File: config.mk
export PLATFORM = sky130hd
export DESIGN_NAME = cpu_flags_branch_io_control
export DESIGN_NICKNAME = d
export VERILOG_FILES = /design/src/cpu_flags_pkg.sv /design/src/flag_alu.sv /design/src/cpu_flags_branch_io_control.sv
export VERILOG_INCLUDE_DIRS = /design/src
export SDC_FILE = /design/constraint.sdc
export NUM_CORES = 1
export LEC_CHECK = 0
export ABC_AREA = 1
export BUFFER_PORTS_ARGS = -buffer_cell sky130_fd_sc_hd__buf_2
export CAP_MARGIN = 20
export CORE_MARGIN = 4
export CORE_UTILIZATION = 48
export CTS_CLUSTER_DIAMETER = 100
export CTS_CLUSTER_SIZE = 24
export DETAILED_ROUTE_END_ITERATION = 10
export PLACE_DENSITY = 0.74
export SLEW_MARGIN = 15
export SYNTH_ARGS = -nofsm -noshare
export SYNTH_HDL_FRONTEND = slang
export SYNTH_HIERARCHICAL = 1
export SYNTH_SLANG_ARGS = --single-unit
File: constraint.sdc
create_clock -name ref_clk -period 2.7 [get_ports ref_clk]
set_input_delay 0.135 -clock ref_clk [delete_from_list [all_inputs] [get_ports ref_clk]]
set_output_delay 0.135 -clock ref_clk [all_outputs]
set_load 0.05 [all_outputs]
File: src/cpu_flags_defines.svh
// Constants for the flag and flow-control block: opcodes, vectors,
// flag bit positions, reset values.
// Assumes inclusion by bare name from design files.
`ifndef CPU_FLAGS_DEFINES_SVH
`define CPU_FLAGS_DEFINES_SVH

// Flag bit positions in the flag byte
`define FLG_C 0
`define FLG_N 1
`define FLG_PV 2
`define FLG_H 4
`define FLG_Z 6
`define FLG_S 7
// Flag register reset value
`define FLAGS_RST 8'h00
// Meaningful flag bits
`define FLAGS_MASK 8'hd7
// Restart opcode pattern: 11 ttt 111
`define RST_OP_MASK 8'hc7
`define RST_OP_BASE 8'hc7
// Fixed vector of interrupt mode 1
`define IRQ_FIXED_VEC 16'h0038
// Prefixed opcodes (second byte after the ed prefix)
`define OP_PREFIX_ED 8'hed
`define OP_RET_MASK 8'h4d
`define OP_RET_NMI 8'h45
`define OP_IM0 8'h46
`define OP_IM1 8'h56
`define OP_IM2 8'h5e
// Loop branch instruction length in bytes
`define LOOP_LEN 16'h0002

`endif

File: src/cpu_flags_pkg.sv
// Types for the flag and flow-control block.
// Assumes the defines header is compiled alongside.
package cpu_flags_pkg;

    // Operation class presented with each commit
    typedef enum logic [3:0] {
        OP_NONE = 4'b0000,
        OP_ADD = 4'b0001,
        OP_SUB = 4'b0010,
        OP_CMP = 4'b0011,
        OP_NEG = 4'b0100,
        OP_AND = 4'b0101,
        OP_OR = 4'b0110,
        OP_XOR = 4'b0111,
        OP_SHIFT = 4'b1000,
        OP_DADJ = 4'b1001,
        OP_BIT = 4'b1010,
        OP_BLK_MOVE = 4'b1011,
        OP_BLK_SEARCH = 4'b1100,
        OP_BLK_IO = 4'b1101,
        OP_LD_A_IR = 4'b1110
    } alu_op_t;

    // Branch condition codes
    typedef enum logic [3:0] {
        CC_ALWAYS = 4'b0000,
        CC_NC = 4'b0001,
        CC_C = 4'b0010,
        CC_NZ = 4'b0011,
        CC_Z = 4'b0100,
        CC_PO = 4'b0101,
        CC_PE = 4'b0110,
        CC_P = 4'b0111,
        CC_M = 4'b1000,
        CC_LOOP = 4'b1001
    } cond_t;

    // Interrupt response mode
    typedef enum logic [1:0] {
        IRQ_MODE_BUS = 2'b00,
        irq_mode_fixed_vector = 2'b01,
        irq_mode_vector_table = 2'b10
    } irq_mode_t;

    // I/O address source
    typedef enum logic [1:0] {
        IO_NONE = 2'b00,
        IO_IMMEDIATE = 2'b01,
        IO_REG_INDIRECT = 2'b10,
        IO_BLOCK = 2'b11
    } io_kind_t;

endpackage : cpu_flags_pkg

File: src/flag_alu.sv
// Combinational flag and result generator for one 8-bit operation.
// Assumes operands are stable for the commit cycle.
`timescale 1ns/1ps
`include "cpu_flags_defines.svh"

module flag_alu (
    // Operation
    input wire cpu_flags_pkg::alu_op_t op,
    input wire logic [7:0] acc,
    input wire logic [7:0] operand,
    input wire logic carry_in,
    input wire logic use_carry,
    input wire logic [2:0] bit_sel,
    // Present flags, used by decimal adjust and side cases
    input wire logic [7:0] flags_in,
    input wire logic [15:0] bc_after,
    input wire logic [7:0] b_after,
    input wire logic irq_enable_latch,
    // Results
    output logic [7:0] result,
    output logic [7:0] flags_out
);

    logic [8:0] sum9;
    logic [4:0] half5;
    logic cin;
    logic c;
    logic h;
    logic v;
    logic n;
    logic [7:0] corr;
    logic [7:0] src;
    logic [7:0] lhs;

    ////////////////////////////////////////////////////////////////////
    // Adder core, shared by add, subtract, compare and negate
    always_comb begin
        cin = use_carry & carry_in;
        lhs = (op == cpu_flags_pkg::OP_NEG) ? 8'h00 : acc;
        src = (op == cpu_flags_pkg::OP_NEG) ? acc : operand;
        if (op == cpu_flags_pkg::OP_ADD) begin
            sum9 = {1'b0, lhs} + {1'b0, src} + {8'h00, cin};
            half5 = {1'b0, lhs[3:0]} + {1'b0, src[3:0]} + {4'h0, cin};
        end else begin
            sum9 = {1'b0, lhs} - {1'b0, src} - {8'h00, cin};
            half5 = {1'b0, lhs[3:0]} - {1'b0, src[3:0]} - {4'h0, cin};
        end
    end

    ////////////////////////////////////////////////////////////////////
    // Result and flags per operation class
    always_comb begin
        result = acc;
        c = flags_in[`FLG_C];
        h = flags_in[`FLG_H];
        v = flags_in[`FLG_PV];
        n = flags_in[`FLG_N];
        corr = 8'h00;
        unique case (op)
            cpu_flags_pkg::OP_ADD, cpu_flags_pkg::OP_SUB,
            cpu_flags_pkg::OP_CMP, cpu_flags_pkg::OP_NEG: begin
                result = sum9[7:0];
                c = sum9[8];
                h = half5[4];
                n = (op != cpu_flags_pkg::OP_ADD);
                // Overflow: sign of result disagrees with operands
                if (op == cpu_flags_pkg::OP_ADD) begin
                    v = (lhs[7] == src[7]) && (sum9[7] != lhs[7]);
                end else begin
                    v = (lhs[7] != src[7]) && (sum9[7] != lhs[7]);
                end
            end
            cpu_flags_pkg::OP_AND, cpu_flags_pkg::OP_OR,
            cpu_flags_pkg::OP_XOR: begin
                if (op == cpu_flags_pkg::OP_AND) begin
                    result = acc & operand;
                end else if (op == cpu_flags_pkg::OP_OR) begin
                    result = acc | operand;
                end else begin
                    result = acc ^ operand;
                end
                c = 1'b0;
                h = (op == cpu_flags_pkg::OP_AND);
                n = 1'b0;
                v = ~^result;
            end
            cpu_flags_pkg::OP_SHIFT: begin
                // Rotate left through carry stands for the shift group
                result = {operand[6:0], carry_in};
                c = operand[7];
                h = 1'b0;
                n = 1'b0;
                v = ~^result;
            end
            cpu_flags_pkg::OP_DADJ: begin
                // Correction chosen from H, C and the nibble values; N picks add or subtract
                if (flags_in[`FLG_H] || acc[3:0] > 4'h9) begin
                    corr[3:0] = 4'h6;
                end
                if (flags_in[`FLG_C] || acc > 8'h99) begin
                    corr[7:4] = 4'h6;
                    c = 1'b1;
                end else begin
                    c = 1'b0;
                end
                if (flags_in[`FLG_N]) begin
                    result = acc - corr;
                    h = flags_in[`FLG_H] && (acc[3:0] < 4'h6);
                end else begin
                    result = acc + corr;
                    h = acc[3:0] > 4'h9;
                end
                v = ~^result;
            end
            cpu_flags_pkg::OP_BIT: begin
                result = acc;
                h = 1'b1;
                n = 1'b0;
            end
            cpu_flags_pkg::OP_BLK_MOVE: begin
                h = 1'b0;
                n = 1'b0;
                v = (bc_after != 16'h0000);
            end
            cpu_flags_pkg::OP_BLK_SEARCH: begin
                result = acc - operand;
                n = 1'b1;
                v = (bc_after != 16'h0000);
            end
            cpu_flags_pkg::OP_BLK_IO: begin
                n = 1'b1;
            end
            cpu_flags_pkg::OP_LD_A_IR: begin
                result = operand;
                v = irq_enable_latch;
                h = 1'b0;
                n = 1'b0;
            end
            default: begin
                result = acc;
            end
        endcase
    end

    ////////////////////////////////////////////////////////////////////
    // Pack the flag byte; zero and sign follow the result by default
    always_comb begin
        flags_out = flags_in;
        flags_out[`FLG_C] = c;
        flags_out[`FLG_H] = h;
        flags_out[`FLG_PV] = v;
        flags_out[`FLG_N] = n;
        flags_out[`FLG_S] = result[7];
        flags_out[`FLG_Z] = (result == 8'h00);
        if (op == cpu_flags_pkg::OP_BIT) begin
            flags_out[`FLG_Z] = ~operand[bit_sel];
            flags_out[`FLG_S] = flags_in[`FLG_S];
        end else if (op == cpu_flags_pkg::OP_BLK_SEARCH) begin
            flags_out[`FLG_Z] = (acc == operand);
        end else if (op == cpu_flags_pkg::OP_BLK_IO) begin
            flags_out[`FLG_Z] = (b_after == 8'h00);
        end else if (op == cpu_flags_pkg::OP_BLK_MOVE) begin
            flags_out[`FLG_Z] = flags_in[`FLG_Z];
            flags_out[`FLG_S] = flags_in[`FLG_S];
        end
        flags_out = flags_out & `FLAGS_MASK;
    end

endmodule : flag_alu

File: src/cpu_flags_branch_io_control.sv
// Flag registers, branch decisions, restart and interrupt vectors and
// I/O address formation for an 8-bit core.
// Assumes decode elsewhere presents one committed operation per cycle.
//
// How it works
// - Loop branch decrements B, jumps unless zero
// - Restart opcodes call vectors zero to 0x38
// - Immediate I/O: port low, accumulator high
// - Indirect I/O: C low, B high
// - Block I/O: HL pointer, B count, C port
// - Mode one answers interrupts at 0x0038
// - Mode two pointer from I and peripheral
// - Two return opcodes pop return address
// - Two flag registers; four bits are testable
// - Carry from top bit, borrow, shifts
// - Zero set when result is zero
// - Sign copies result top bit
// - Overflow flags signed range violation
// - Logical ops put even parity in P/V
// - Half carry records nibble carry or borrow
// - Subtract flag set on subtract, cleared add
// - Decimal adjust uses half carry, subtract
// - Block search: zero on match, P/V BC
// - Block I/O sets N, zero when B=0
// - Load A from I/R copies enable latch
// - Bit test: zero when selected bit clear
`timescale 1ns/1ps
`include "cpu_flags_defines.svh"

module cpu_flags_branch_io_control (
    // Clock and reset
    input wire logic ref_clk,
    input wire logic rstn,
    // Operation commit
    input wire logic op_commit,
    input wire cpu_flags_pkg::alu_op_t op,
    input wire logic [7:0] acc,
    input wire logic [7:0] operand,
    input wire logic use_carry,
    input wire logic [2:0] bit_sel,
    input wire logic [15:0] bc_after,
    input wire logic irq_enable_latch,
    input wire logic swap_flags,
    // Register file view
    input wire logic [7:0] reg_b,
    input wire logic [7:0] reg_c,
    input wire logic [15:0] reg_hl,
    input wire logic [7:0] reg_i,
    // Branch request
    input wire logic branch_req,
    input wire cpu_flags_pkg::cond_t cond,
    input wire logic [15:0] pc_next,
    input wire logic [15:0] target,
    input wire logic [7:0] disp,
    // Opcode stream for restarts, returns and mode changes
    input wire logic opcode_valid,
    input wire logic ed_prefixed,
    input wire logic [7:0] opcode,
    input wire logic [15:0] pop_addr,
    // Interrupt acceptance
    input wire logic irq_ack,
    input wire logic [7:0] irq_vector_byte,
    // I/O request
    input wire cpu_flags_pkg::io_kind_t io_kind,
    input wire logic [7:0] io_port,
    // Results
    output logic [7:0] result_q,
    output logic [7:0] flags_q,
    output logic [7:0] flags_alt_q,
    output logic [7:0] b_q,
    output logic pc_load_q,
    output logic [15:0] pc_q,
    output logic push_ret_q,
    output logic [15:0] ret_addr_q,
    output logic table_fetch_q,
    output logic nmi_return_q,
    output cpu_flags_pkg::irq_mode_t irq_mode_q,
    output logic [15:0] io_addr_q,
    output logic [15:0] io_mem_ptr_q
);

    logic [7:0] alu_result;
    logic [7:0] alu_flags;
    logic [7:0] b_dec;
    logic cond_true;
    logic [15:0] rel_target;
    logic is_restart;
    logic [15:0] rst_vec;
    logic [7:0] flags_d;

    ////////////////////////////////////////////////////////////////////
    // Flag computation for the committed operation
    flag_alu u_alu (
        .op(op),
        .acc(acc),
        .operand(operand),
        .carry_in(flags_q[`FLG_C]),
        .use_carry(use_carry),
        .bit_sel(bit_sel),
        .flags_in(flags_q),
        .bc_after(bc_after),
        .b_after(b_dec),
        .irq_enable_latch(irq_enable_latch),
        .result(alu_result),
        .flags_out(alu_flags)
    );

    // Block I/O and the loop branch both count B down by one
    assign b_dec = reg_b - 8'h01;

    ////////////////////////////////////////////////////////////////////
    // Condition decode; only C, Z, P/V and S are testable
    always_comb begin
        unique case (cond)
            cpu_flags_pkg::CC_ALWAYS: cond_true = 1'b1;
            cpu_flags_pkg::CC_NC: cond_true = ~flags_q[`FLG_C];
            cpu_flags_pkg::CC_C: cond_true = flags_q[`FLG_C];
            cpu_flags_pkg::CC_NZ: cond_true = ~flags_q[`FLG_Z];
            cpu_flags_pkg::CC_Z: cond_true = flags_q[`FLG_Z];
            cpu_flags_pkg::CC_PO: cond_true = ~flags_q[`FLG_PV];
            cpu_flags_pkg::CC_PE: cond_true = flags_q[`FLG_PV];
            cpu_flags_pkg::CC_P: cond_true = ~flags_q[`FLG_S];
            cpu_flags_pkg::CC_M: cond_true = flags_q[`FLG_S];
            cpu_flags_pkg::CC_LOOP: cond_true = (b_dec != 8'h00);
            default: cond_true = 1'b0;
        endcase
    end

    // Relative target: pc_next already points past the two bytes
    assign rel_target = pc_next + {{8{disp[7]}}, disp};

    // Restart: 11 ttt 111, vector is ttt times eight
    assign is_restart = ~ed_prefixed &&
        ((opcode & `RST_OP_MASK) == `RST_OP_BASE);
    assign rst_vec = {10'h000, opcode[5:3], 3'b000};

    ////////////////////////////////////////////////////////////////////
    // Flag registers: main and alternate; flags land with the result
    always_comb begin
        flags_d = flags_q;
        if (op_commit) begin
            flags_d = alu_flags;
        end
    end

    always_ff @(posedge ref_clk or negedge rstn) begin
        if (!rstn) begin
            flags_q <= `FLAGS_RST;
            flags_alt_q <= `FLAGS_RST;
        end else if (swap_flags) begin
            // Exchange wins over a commit in the same cycle
            flags_q <= flags_alt_q;
            flags_alt_q <= flags_q;
        end else begin
            flags_q <= flags_d;
        end
    end

    // Committed result
    always_ff @(posedge ref_clk or negedge rstn) begin
        if (!rstn) begin
            result_q <= 8'h00;
        end else if (op_commit) begin
            result_q <= alu_result;
        end
    end

    ////////////////////////////////////////////////////////////////////
    // B counter: loop branch and block I/O both decrement it
    always_ff @(posedge ref_clk or negedge rstn) begin
        if (!rstn) begin
            b_q <= 8'h00;
        end else if ((branch_req && cond == cpu_flags_pkg::CC_LOOP) ||
                (op_commit && op == cpu_flags_pkg::OP_BLK_IO)) begin
            b_q <= b_dec;
        end else begin
            b_q <= reg_b;
        end
    end

    ////////////////////////////////////////////////////////////////////
    // Program counter steering; priority: interrupt, opcode, branch
    always_ff @(posedge ref_clk or negedge rstn) begin
        if (!rstn) begin
            pc_load_q <= 1'b0;
            pc_q <= 16'h0000;
            push_ret_q <= 1'b0;
            ret_addr_q <= 16'h0000;
            table_fetch_q <= 1'b0;
            nmi_return_q <= 1'b0;
        end else begin
            pc_load_q <= 1'b0;
            push_ret_q <= 1'b0;
            table_fetch_q <= 1'b0;
            nmi_return_q <= 1'b0;
            pc_q <= pc_next;
            if (irq_ack && irq_mode_q ==
                    cpu_flags_pkg::irq_mode_fixed_vector) begin
                pc_load_q <= 1'b1;
                pc_q <= `IRQ_FIXED_VEC;
                push_ret_q <= 1'b1;
                ret_addr_q <= pc_next;
            end else if (irq_ack && irq_mode_q ==
                    cpu_flags_pkg::irq_mode_vector_table) begin
                // Pointer into the vector table; caller fetches through it
                pc_q <= {reg_i, irq_vector_byte};
                table_fetch_q <= 1'b1;
                push_ret_q <= 1'b1;
                ret_addr_q <= pc_next;
            end else if (opcode_valid && is_restart) begin
                pc_load_q <= 1'b1;
                pc_q <= rst_vec;
                push_ret_q <= 1'b1;
                ret_addr_q <= pc_next;
            end else if (opcode_valid && ed_prefixed &&
                    (opcode == `OP_RET_MASK ||
                    opcode == `OP_RET_NMI)) begin
                pc_load_q <= 1'b1;
                pc_q <= pop_addr;
                nmi_return_q <= (opcode == `OP_RET_NMI);
            end else if (branch_req && cond_true) begin
                pc_load_q <= 1'b1;
                if (cond == cpu_flags_pkg::CC_LOOP) begin
                    pc_q <= rel_target;
                end else begin
                    pc_q <= target;
                end
            end
        end
    end

    ////////////////////////////////////////////////////////////////////
    // Interrupt mode selection by the ed-prefixed mode opcodes
    always_ff @(posedge ref_clk or negedge rstn) begin
        if (!rstn) begin
            irq_mode_q <= cpu_flags_pkg::IRQ_MODE_BUS;
        end else if (opcode_valid && ed_prefixed) begin
            if (opcode == `OP_IM1) begin
                irq_mode_q <= cpu_flags_pkg::irq_mode_fixed_vector;
            end else if (opcode == `OP_IM2) begin
                irq_mode_q <= cpu_flags_pkg::irq_mode_vector_table;
            end else if (opcode == `OP_IM0) begin
                irq_mode_q <= cpu_flags_pkg::IRQ_MODE_BUS;
            end
        end
    end

    ////////////////////////////////////////////////////////////////////
    // I/O address bus; held between accesses
    always_ff @(posedge ref_clk or negedge rstn) begin
        if (!rstn) begin
            io_addr_q <= 16'h0000;
            io_mem_ptr_q <= 16'h0000;
        end else begin
            unique case (io_kind)
                cpu_flags_pkg::IO_NONE: begin
                    io_addr_q <= io_addr_q;
                end
                cpu_flags_pkg::IO_IMMEDIATE: begin
                    io_addr_q <= {acc, io_port};
                end
                cpu_flags_pkg::IO_REG_INDIRECT: begin
                    io_addr_q <= {reg_b, reg_c};
                end
                cpu_flags_pkg::IO_BLOCK: begin
                    io_addr_q <= {reg_b, reg_c};
                    io_mem_ptr_q <= reg_hl;
                end
            endcase
        end
    end
endmodule : cpu_flags_branch_io_control

==> results of run 1 <==
==> placed cells by master, fill, tap and decap left out, types with 15 or more instances in the layout <==
master	count
ha_1	63
nor2_1	121
nand2_2	36
nand4_1	21
buf_4	120
nand3_2	15
xnor2_1	19
a21oi_1	57
inv_2	22
dlygate4sd3_1	30
nand3_1	111
mux2_2	23
o21ai_0	43
buf_2	275
inv_1	151
dfrtp_1	99
nand2_1	418
==> cell type report <==
cell class / instances / share of cell area
Multi-Input combinational cell: 1091 / 0.489
Tap cell: 260 / 0.0255
Inverter: 175 / 0.0516
Timing Repair Buffer: 429 / 0.207
Clock buffer: 9 / 0.0177
Sequential cell: 102 / 0.201
Clock inverter: 7 / 0.00755
Antenna cell: 3 / 0.000589
==> tightest hold or removal path, delay by kind of cell <==
family | cells | cell delay, ns
simple gates | 2 | 0.13
buf+inv | 1 | 0.08
==> metrics by stage <==
| step | power, uW | hold slack [ns] | cells | area [um^2] | setup WS (ns) |
|---|---|---|---|---|---|
| 2_1_floorplan | 3980 | -0.161 | 1403 | 9560 | -0.0224 |
| 3_3_place_gp | 5020 | 0.0890 | 2015 | 11900 | -0.549 |
| 3_5_place_dp | 5060 | 0.0860 | 2015 | 11900 | -0.634 |
| 4_1_cts | 6610 | 0.000208 | 2071 | 12700 | -0.161 |
| 5_1_grt | 7060 | 0.00328 | 2076 | 12800 | -0.475 |
| 6_report | 6680 | 0.00444 | 2076 | 12800 | -0.322 |
==> cells in the mapped netlist (2+ instances only) <==
cell type	number	area share
a21oi_1	61	0.032
a21oi_2	10	0.0093
a221oi_1	2	0.0019
a22oi_1	2	0.0016
a31oi_1	4	0.0027
and2_1	2	0.0013
and3_1	2	0.0013
buf_2	9	0.0048
buf_4	7	0.0056
clkbuf_1	16	0.0064
dfrtp_1	102	0.27
fa_1	6	0.013
ha_1	68	0.090
inv_1	159	0.063
inv_2	14	0.0056
mux2_2	24	0.029
nand2_1	431	0.17
nand2_2	24	0.016
nand2_4	2	0.0024
nand2b_1	2	0.0013
nand3_1	118	0.063
nand3_2	8	0.0085
nand3b_1	11	0.0088
nand4_1	21	0.014
nor2_1	128	0.051
nor2_2	10	0.0067
nor2_4	2	0.0024
nor3_1	5	0.0027
nor3_2	2	0.0021
nor4_1	8	0.0053
nor4_2	2	0.0027
o2111ai_1	2	0.0019
o211ai_1	11	0.0088
o21a_1	2	0.0016
o21ai_0	49	0.026
o21ai_1	8	0.0043
o21bai_1	3	0.0024
o22ai_1	9	0.0060
or2_1	4	0.0027
or2_2	7	0.0047
xnor2_1	19	0.018
xor2_1	12	0.011
==> per-layer routing <==
layer,GRT usage,share of wire,vias to the layer above
met2,0.503,0.45,534
li1,-,-,5343
met5,0,0,-
met1,0.435,0.42,5139
met4,0.118,0.036,0
met3,0.0693,0.095,104
==> path summary, 6_finish.rpt <==
check | cells past startpoint | end | start | slack [ns]
max | 21 | flags_q[6]$_DFFE_PN0P_ | flags_q[0]$_DFFE_PN0P_ | -0.32
min | 3 | io_addr_q[4]$_DFFE_PN0P_ | reg_c[4] | 0.004
max reg2reg | 21 | flags_q[6]$_DFFE_PN0P_ | flags_q[0]$_DFFE_PN0P_ | -0.32
min reg2reg | 2 | ret_addr_q[12]$_DFFE_PN0P_ | ret_addr_q[12]$_DFFE_PN0P_ | 0.48
min in group asynchronous | 2 | io_mem_ptr_q[10]$_DFFE_PN0N_ | rstn | 0.25
max in group asynchronous | 3 | ret_addr_q[7]$_DFFE_PN0P_ | rstn | 1.61
==> timing repair <==
item / in CTS / in global routing
hold endpoints to repair: 51 / 0
setup endpoints to repair: 5 / 9
pin swaps: 17 / 21
hold buffers: 30 / 0
gates cloned: 0 / 0
buffers inserted: 11 / 6
resized for setup: 24 / 12
==> sequential cells by signal (all words and copies together), names as in the netlist <==
register       flops
irq_mode_q         2
pc_q              16
b_q                8
flags_q            8
io_mem_ptr_q      16
flags_alt_q        8
pc_load_q          1
push_ret_q         1
result_q           8
nmi_return_q       1
table_fetch_q      1
io_addr_q         16
ret_addr_q        16
==> logic make-up (layout without fill, tap and decap cells) <==
| family | count (synthesis) | count (layout) | synth area share |
|---|---|---|---|
| AOI/OAI and AO/OA | 170 | 170 | 0.106 |
| xor gates and xnor gates | 31 | 31 | 0.0289 |
| adders and majority gates | 74 | 74 | 0.103 |
| buffers and inverters | 210 | 620 | 0.0905 |
| DFF | 102 | 102 | 0.271 |
| muxes | 24 | 24 | 0.0287 |
| other | 1 | 5 | 0.000399 |
| and+or+nand+nor | 790 | 790 | 0.371 |
==> report_power, final <==
group / total, uW / switching [uW] / internal (uW)
clock: 1440 / 682 / 754
sequential: 1870 / 134 / 1730
combinational: 3380 / 2170 / 1210
total: 6680 / 2990 / 3690
==> reports/qor.yml, run 1 <==
tightest_slew_ns: 1.06
clock_path_buffers: 2
num_rows: 50
drt-pass1-iter-count: 5
antenna_found_initial: 3
core_area_mm2: 0.0190
fmax_ghz: 0.331
skew_ns: 0.0118
grt_max_degree: 42
netlist_area_mm2: 0.00940
insertion_delay_ns: 0.37
critPathLaunchType: "flip-flop"
drtIter0Drc: 964
hold_viol_final: 0
peakVddDrop_mv: 0.380
worst_path_max_delay_cell: "dfrtp_4"
status: "finished, violations left"
cp_num_buf_inv: 4
via_per_inst: 5.36
cts_tree: "yes"
htreeDepth: 3
gp_congestion: 1.04
hp-class: "primary input to flip-flop"
final.setup.tns_ns: -1.62
die_h_um: 148
grt_pass1_vias: 10800
powerDensity_mw_per_mm2: 524
arrival_ns: 3.31
slowest_delay_ns: 0.51
final_util: 0.673
post-route-drc-count: 0
grt_pass1_wl_um: 55700
syn_inst: 1402
syn_to_final_growth_pct: 35.7
cts_root_buf: "clkbuf_16"
rsz0062_at_grt: "yes"
dp_hpwl_um: 28700
vias: 11100
fillers: 1721
crit_path_cell_trace: "buf_4, buf_12, a21oi_4, ha_4, nand2_1, nand2_2, ha_4, buf_6, inv_2, nand4_1, nand2_2, nor2_2, nor2_1, nand4_1, nor2_2, nand3_1, nand2_1, nand2_1, a21oi_2, nor2_1, a21oi_1"
grt.total_usage: 0.320
drive_above_1_share: 0.319
synth_seq_cells: 102
setup_viol: 8
ant_nets: 0
synth_seq_area_share: 0.271
p_leak_uw: 0.00694
crit_type: "flip-flop to flip-flop"
post-route-worst-setup-slack_ns: -0.322
start_util: 0.496
cts_buffers: 9
maxCapViolations: 0
cp_max_fo: 4
die-area_mm2: 0.0219
cpLargestDelayFamily: "simple AND/OR/NAND/NOR gates"
violations: "setup timing"
synth.avg_cell_area_um2: 6.71
gr-total-overflow: 0
synth_edf_count: 0
cp-end-kind: "flip-flop"
seq_area_mm2: 0.00256
ys_types: 56
period_minus_slack_ns: 3.02
port_buffers: 276
slew_headroom: 0.288
slew_violations: 0
cts.sinks: 102
io_pins: 277
synth_ff_type: "dfrtp_1"
wire_per_inst_um: 17.3
wirelength_um: 35900
ys.warnings.count: 6
cp_common_cell: "nand2_1"
multi_input_area_mm2: 0.00624
worstPathRequired_ns: 2.99
period_share: 1.12
asyncSetResetFlopFracSynth: 1.00
clkTransAtPathRegs_ns: 0.09
die_w_um: 148
final_nets: 2057
(Power assumes the default switching activity.)
==> run 2, diff against run 1 <==
--- a/config.mk
+++ b/config.mk
@@ -10,11 +10,11 @@
 export BUFFER_PORTS_ARGS = -buffer_cell sky130_fd_sc_hd__buf_2
 export CAP_MARGIN = 20
 export CORE_MARGIN = 4
-export CORE_UTILIZATION = 48
+export CORE_UTILIZATION = 54
 export CTS_CLUSTER_DIAMETER = 100
 export CTS_CLUSTER_SIZE = 24
 export DETAILED_ROUTE_END_ITERATION = 10
-export PLACE_DENSITY = 0.74
+export PLACE_DENSITY = 0.79
 export SLEW_MARGIN = 15
 export SYNTH_ARGS = -nofsm -noshare
 export SYNTH_HDL_FRONTEND = slang
==> constraint.sdc (replaced) <==
create_clock -name ref_clk -period 3.4 [get_ports ref_clk]
set_input_delay 0.17 -clock ref_clk [delete_from_list [all_inputs] [get_ports ref_clk]]
set_output_delay 0.17 -clock ref_clk [all_outputs]
set_load 0.05 [all_outputs]
==> reports/qor.yml, run 2 (synthesis gave the netlist of run 1 again) <==
powerDensity_mw_per_mm2: 430  # -18%
num_rows: 47  # -6.0%
cts.sinks: 102  # unchanged
crit_path_end: "flags_q[6]$_DFFE_PN0P_"
final_cell_area_mm2: 0.0116  # -9.1%
ant_nets: 0  # unchanged
hp-class: "primary input to flip-flop"
critPathLaunchType: "flip-flop"
htreeDepth: 3  # unchanged
finalPower_uw: 4990  # -25%
setup_viol: 0  # -8
drtIter0Drc: 1163  # +21%
fmax_ghz: 0.314  # -5.2%
die_w_um: 140  # -5.4%
grt_max_degree: 82  # +95%
drt-pass1-iter-count: 6  # +1
post-route-drc-count: 0  # unchanged
io_pins: 277  # unchanged
vias: 10700  # -3.9%
period_share: 0.938  # -0.181
crit_type: "flip-flop to flip-flop"
grt.total_usage: 0.340  # +0.0201
cp_common_cell: "nand2_1"
grt_pass1_vias: 9980  # -7.2%
cp-end-kind: "flip-flop"
tightest_slew_ns: 0.936  # -0.129 ns
core_area_mm2: 0.0168  # -11%
layout_commonest_cell: "nand2_1"
via_per_inst: 5.54  # +3.5%
clkTransAtPathRegs_ns: 0.08  # about the same
slew_violations: 0  # unchanged
cts_tree: "yes"
antenna_found_initial: 0  # -3
die-area_mm2: 0.0196  # -11%
grt_pass1_wl_um: 53100  # -4.6%
cts_buffers: 9  # unchanged
wire_per_inst_um: 17.8  # +2.7%
post-route-worst-setup-slack_ns: 0.211  # +0.533 ns
insertion_delay_ns: 0.36  # about the same
gp_congestion: 1.09  # +5.0%
critPathLaunch: "flags_q[4]$_DFFE_PN0P_"
reg2reg_from: "flags_q[4]$_DFFE_PN0P_"
final_cell_mix: "nand2_1, buf_2, inv_1, nor2_1, nand3_1"
clock_path_buffers: 2  # unchanged
diodes: 0  # -3
placed_cells: 1904  # -5.5%
die_h_um: 140  # -5.4%
start_util: 0.559  # +0.0630
rsz0062_at_grt: "no"
min_from: "io_port[7]"
dp_hpwl_um: 27900  # -2.6%
cpLargestDelayFamily: "simple AND/OR/NAND/NOR gates"
cts_root_buf: "clkbuf_16"
r2r_slack_ns: 0.21  # +0.53 ns
arrival_ns: 3.47  # +0.16 ns
period_minus_slack_ns: 3.19  # +0.167 ns
cp.depth: 21  # unchanged
slowest_delay_ns: 0.43  # -0.08 ns
final_util: 0.689  # +0.0167
p_leak_uw: 0.00642  # -7.5%
gr-total-overflow: 0  # unchanged
final_nets: 1952  # -5.1%
port_buffers: 276  # unchanged
maxCapViolations: 0  # unchanged
peakVddDrop_mv: 0.417  # +9.7%
final_cell_count_no_fill: 1928  # -7.1%
hold_viol_final: 0  # unchanged
crit_path_cell_trace: "nor2_1, inv_1, ha_1, nand2_1, nand2_1, ha_1, nand2_1, o21a_1, nand2_1, nand2_1, nand3_1, nand3_1, nor2_2, nand2_1, nand2_1, nand3_1, nand2_1, nand2_1, a21oi_2, nor2_1, a21oi_1"
post-place-ws_ns: -0.139  # +0.495 ns
worst_path_max_delay_cell: "dfrtp_1"
reg2regPathDepth: 21  # unchanged
wirelength_um: 34300  # -4.7%
status: "complete, no violations"
place_area_mm2: 0.0112  # -6.1%
reg2reg_to: "flags_q[6]$_DFFE_PN0P_"
cp_max_fo: 5  # +1
slew_headroom: 0.376  # +0.0885
cp_num_buf_inv: 1  # -3
drive_above_1_share: 0.265  # -0.0547
skew_ns: 0.00812  # -0.00367 ns
worstPathRequired_ns: 3.68  # +0.69 ns
syn_to_final_growth_pct: 23.3
## run 2: cell count changes in the layout (fill, tap and decap cells not counted), sizes merged
cell	before	now
buf	399	322
dlygate4sd3	30	1
diode	3	0
clkinv	3	5
inv	177	175
nand2	458	459
## run 2: metrics by stage
| stage | hold slack, ns | TNS [ns] |
|---|---|---|
| detailed placement | 0.390 | -0.139 |
| floorplan | -0.126 | 0 |
| global route | 0.0286 | 0 |
| global placement | 0.381 | 0 |
| finish | 0.0227 | 0 |
| CTS | 0.0120 | 0 |
## run 2: layout make-up
cell class / instances / area (um^2)
Sequential cell: 102 / 2550
Fill cell: 1502 / 5220
Clock inverter: 7 / 101
Clock buffer: 9 / 225
Tap cell: 220 / 275
Timing Repair Buffer: 323 / 1760
Multi-Input combinational cell: 1092 / 6020
Inverter: 175 / 658
## run 2: how the worst min path moves through the flow
stage / slack [ns] / endpoint / depth (start not counted)
finish: 0.02 / io_addr_q[7]$_DFFE_PN0P_ / 3
global route: 0.03 / io_mem_ptr_q[4]$_DFFE_PN0N_ / 2
CTS: 0.01 / io_mem_ptr_q[13]$_DFFE_PN0N_ / 1
detailed placement: 0.39 / io_addr_q[0]$_DFFE_PN0P_ / 3
global placement: 0.38 / io_addr_q[7]$_DFFE_PN0P_ / 3
floorplan: -0.13 / b_q[0]$_DFF_PN0_ / 0
## run 2: timing repair
action                                  CTS  global route
hold buffers                              0             1
gates resized for setup                   0             5
endpoints found under the hold margin     0            31
endpoints found under the setup margin    0             1
buffers inserted                          0             4
## run 2: worst min-delay path: stages
cell and delay (ns):
buf_2 0.08, nand2_1 0.04, nand3_1 0.06
## run 2: metal layers
metal	GRT usage	routed length [um]
met1	0.461	14200
met2	0.553	15800
met3	0.0753	3330
met4	0.0903	935
met5	0	0
## run 2: power by group
part           internal [uW]  total, uW  switching (uW)
combinational            746       2380            1640
clock                    596       1120             528
sequential              1370       1480             108
total                   2720       4990            2270
==> run 3, diff against run 2 <==
--- a/config.mk
+++ b/config.mk
@@ -14,7 +14,7 @@
 export CTS_CLUSTER_DIAMETER = 100
 export CTS_CLUSTER_SIZE = 24
 export DETAILED_ROUTE_END_ITERATION = 10
-export PLACE_DENSITY = 0.79
+export PLACE_DENSITY_LB_ADDON = 0.25
 export SLEW_MARGIN = 15
 export SYNTH_ARGS = -nofsm -noshare
 export SYNTH_HDL_FRONTEND = slang
==> reports/qor.yml, run 3 (synthesis gave the netlist of run 1 again) <==
clkTransAtPathRegs_ns: 0.08  # about the same
drt-pass1-iter-count: 6  # unchanged
final_nets: 1946  # -0.31%
via_per_inst: 5.49  # -0.97%
wirelength_um: 33300  # -2.9%
core_area_mm2: 0.0168  # unchanged
cp_common_cell: "nand2_1"
arrival_ns: 3.40  # -0.07 ns
grt.total_usage: 0.330  # -0.0101
post-route-worst-setup-slack_ns: 0.273  # +0.0619 ns
hp-class: "primary input to flip-flop"
min_from: "io_port[7]"
worstPathRequired_ns: 3.68  # about the same
worst_path_max_delay_cell: "dfrtp_1"
cts_tree: "yes"
drive_above_1_share: 0.261  # -0.00377
io_pins: 277  # unchanged
grt_max_degree: 44  # -46%
num_rows: 47  # unchanged
hold_viol_final: 0  # unchanged
start_util: 0.559  # unchanged
htreeDepth: 3  # unchanged
slew_headroom: 0.344  # -0.0317
die_w_um: 140  # unchanged
setup_viol: 0  # unchanged
vias: 10600  # -1.2%
maxCapViolations: 0  # unchanged
clock_path_buffers: 2  # unchanged
critPathLaunch: "flags_q[4]$_DFFE_PN0P_"
critPathLaunchType: "flip-flop"
crit_path_cell_trace: "nor2_2, inv_1, ha_1, nand2_1, nand2_1, ha_1, nand2_1, or2_2, nand3_1, nand2_1, nand2_1, o21ai_1, inv_1, nand3_1, nand2_1, nand3_1, nand2_1, nand2_1, a21oi_2, nor2_1, a21oi_1"
port_buffers: 276  # unchanged
slowest_delay_ns: 0.42  # about the same
crit_type: "flip-flop to flip-flop"
die-area_mm2: 0.0196  # unchanged
gp_congestion: 1.02  # -6.9%
slew_violations: 0  # unchanged
powerDensity_mw_per_mm2: 426  # -0.98%
period_minus_slack_ns: 3.13  # -0.0619 ns
final_util: 0.685  # -0.00446
syn_to_final_growth_pct: 22.5
gr-total-overflow: 0  # unchanged
rsz0062_at_grt: "no"
finalPower_uw: 4910  # -1.6%
cts_root_buf: "clkbuf_16"
ant_nets: 0  # unchanged
cts.sinks: 102  # unchanged
final.setup.tns_ns: 0  # unchanged
peakVddDrop_mv: 0.384  # -7.8%
reg2reg_from: "flags_q[4]$_DFFE_PN0P_"
insertion_delay_ns: 0.35  # about the same
period_share: 0.920  # -0.0182
antenna_found_initial: 1  # +1
post-route-drc-count: 0  # unchanged
final_cell_mix: "nand2_1, buf_2, inv_1, nor2_1, nand3_1"
cp_max_fo: 5  # unchanged
skew_ns: 0.00966  # +0.00154 ns
fmax_ghz: 0.320  # +2.0%
dp_hpwl_um: 27500  # -1.7%
p_leak_uw: 0.00638  # -0.62%
status: "complete, no violations"
cts_buffers: 9  # unchanged
die_h_um: 140  # unchanged
cp-end-kind: "flip-flop"
grt_pass1_vias: 9816  # -1.6%
wire_per_inst_um: 17.3  # -2.7%
post_cts_buffers: 0  # unchanged
layout_commonest_cell: "nand2_1"
tightest_slew_ns: 0.983  # +0.0476 ns
drtIter0Drc: 957  # -18%
grt_pass1_wl_um: 51900  # -2.3%
post-place-ws_ns: 0.0513  # +0.191 ns
==> run 3: cell type report <==
cell class,instances,area (um^2)
Tap cell,220,275
Multi-Input combinational cell,1091,6010
Sequential cell,102,2550
Timing Repair Buffer,318,1700
Clock inverter,7,90.1
Inverter,175,658
Antenna cell,2,5.00
Fill cell,1533,5300
Clock buffer,9,225
==> run 3: per-stage QoR <==
stage | hold WS (ns) | std cells | cell area (um^2)
5_1_grt | 0.0335 | 1923 | 11500
2_1_floorplan | -0.126 | 1403 | 9410
3_3_place_gp | 0.197 | 1905 | 11200
3_5_place_dp | 0.208 | 1905 | 11200
6_report | 0.0217 | 1924 | 11500
4_1_cts | 0.00744 | 1922 | 11500
==> run 3: final timing paths <==
kind                                          endpoint  slack (ns)  depth (start not counted)
setup reg to reg                flags_q[6]$_DFFE_PN0P_        0.27                         21
min in group asynchronous  io_mem_ptr_q[4]$_DFFE_PN0N_        0.35                          2
max in group asynchronous       flags_q[0]$_DFFE_PN0P_        2.14                          3
setup / recovery                flags_q[6]$_DFFE_PN0P_        0.27                         21
hold reg to reg             ret_addr_q[11]$_DFFE_PN0P_        0.49                          2
hold / removal                io_addr_q[7]$_DFFE_PN0P_        0.02                          3
==> run 3: power breakdown <==
part | internal [uW] | leakage, uW | switching, uW
sequential | 1370 | 0.00123 | 110
clock | 529 | 0.000147 | 535
combinational | 734 | 0.00500 | 1620
==> run 3: repair_timing <==
action,4_1_cts,5_1_grt
setup endpoints to repair,0,1
hold buffers,1,0
resized for setup,0,3
endpoints found under the hold margin,41,0
==> run 3: per-layer routing <==
layer,vias to the layer above,part of all wire,track usage
li1,5120,-,-
met1,4846,0.42,0.465
met2,541,0.45,0.522
met3,57,0.11,0.0706
met4,0,0.023,0.0806
met5,-,0,0
==> run 3: worst max-delay path, delay by kind of cell (launching register included) <==
kind / cells / cell delay, ns
buf+inv: 2 / 0.19
simple gates: 14 / 1.39
compound gates: 3 / 0.38
flops: 1 / 0.42
fa+ha+maj: 2 / 0.68
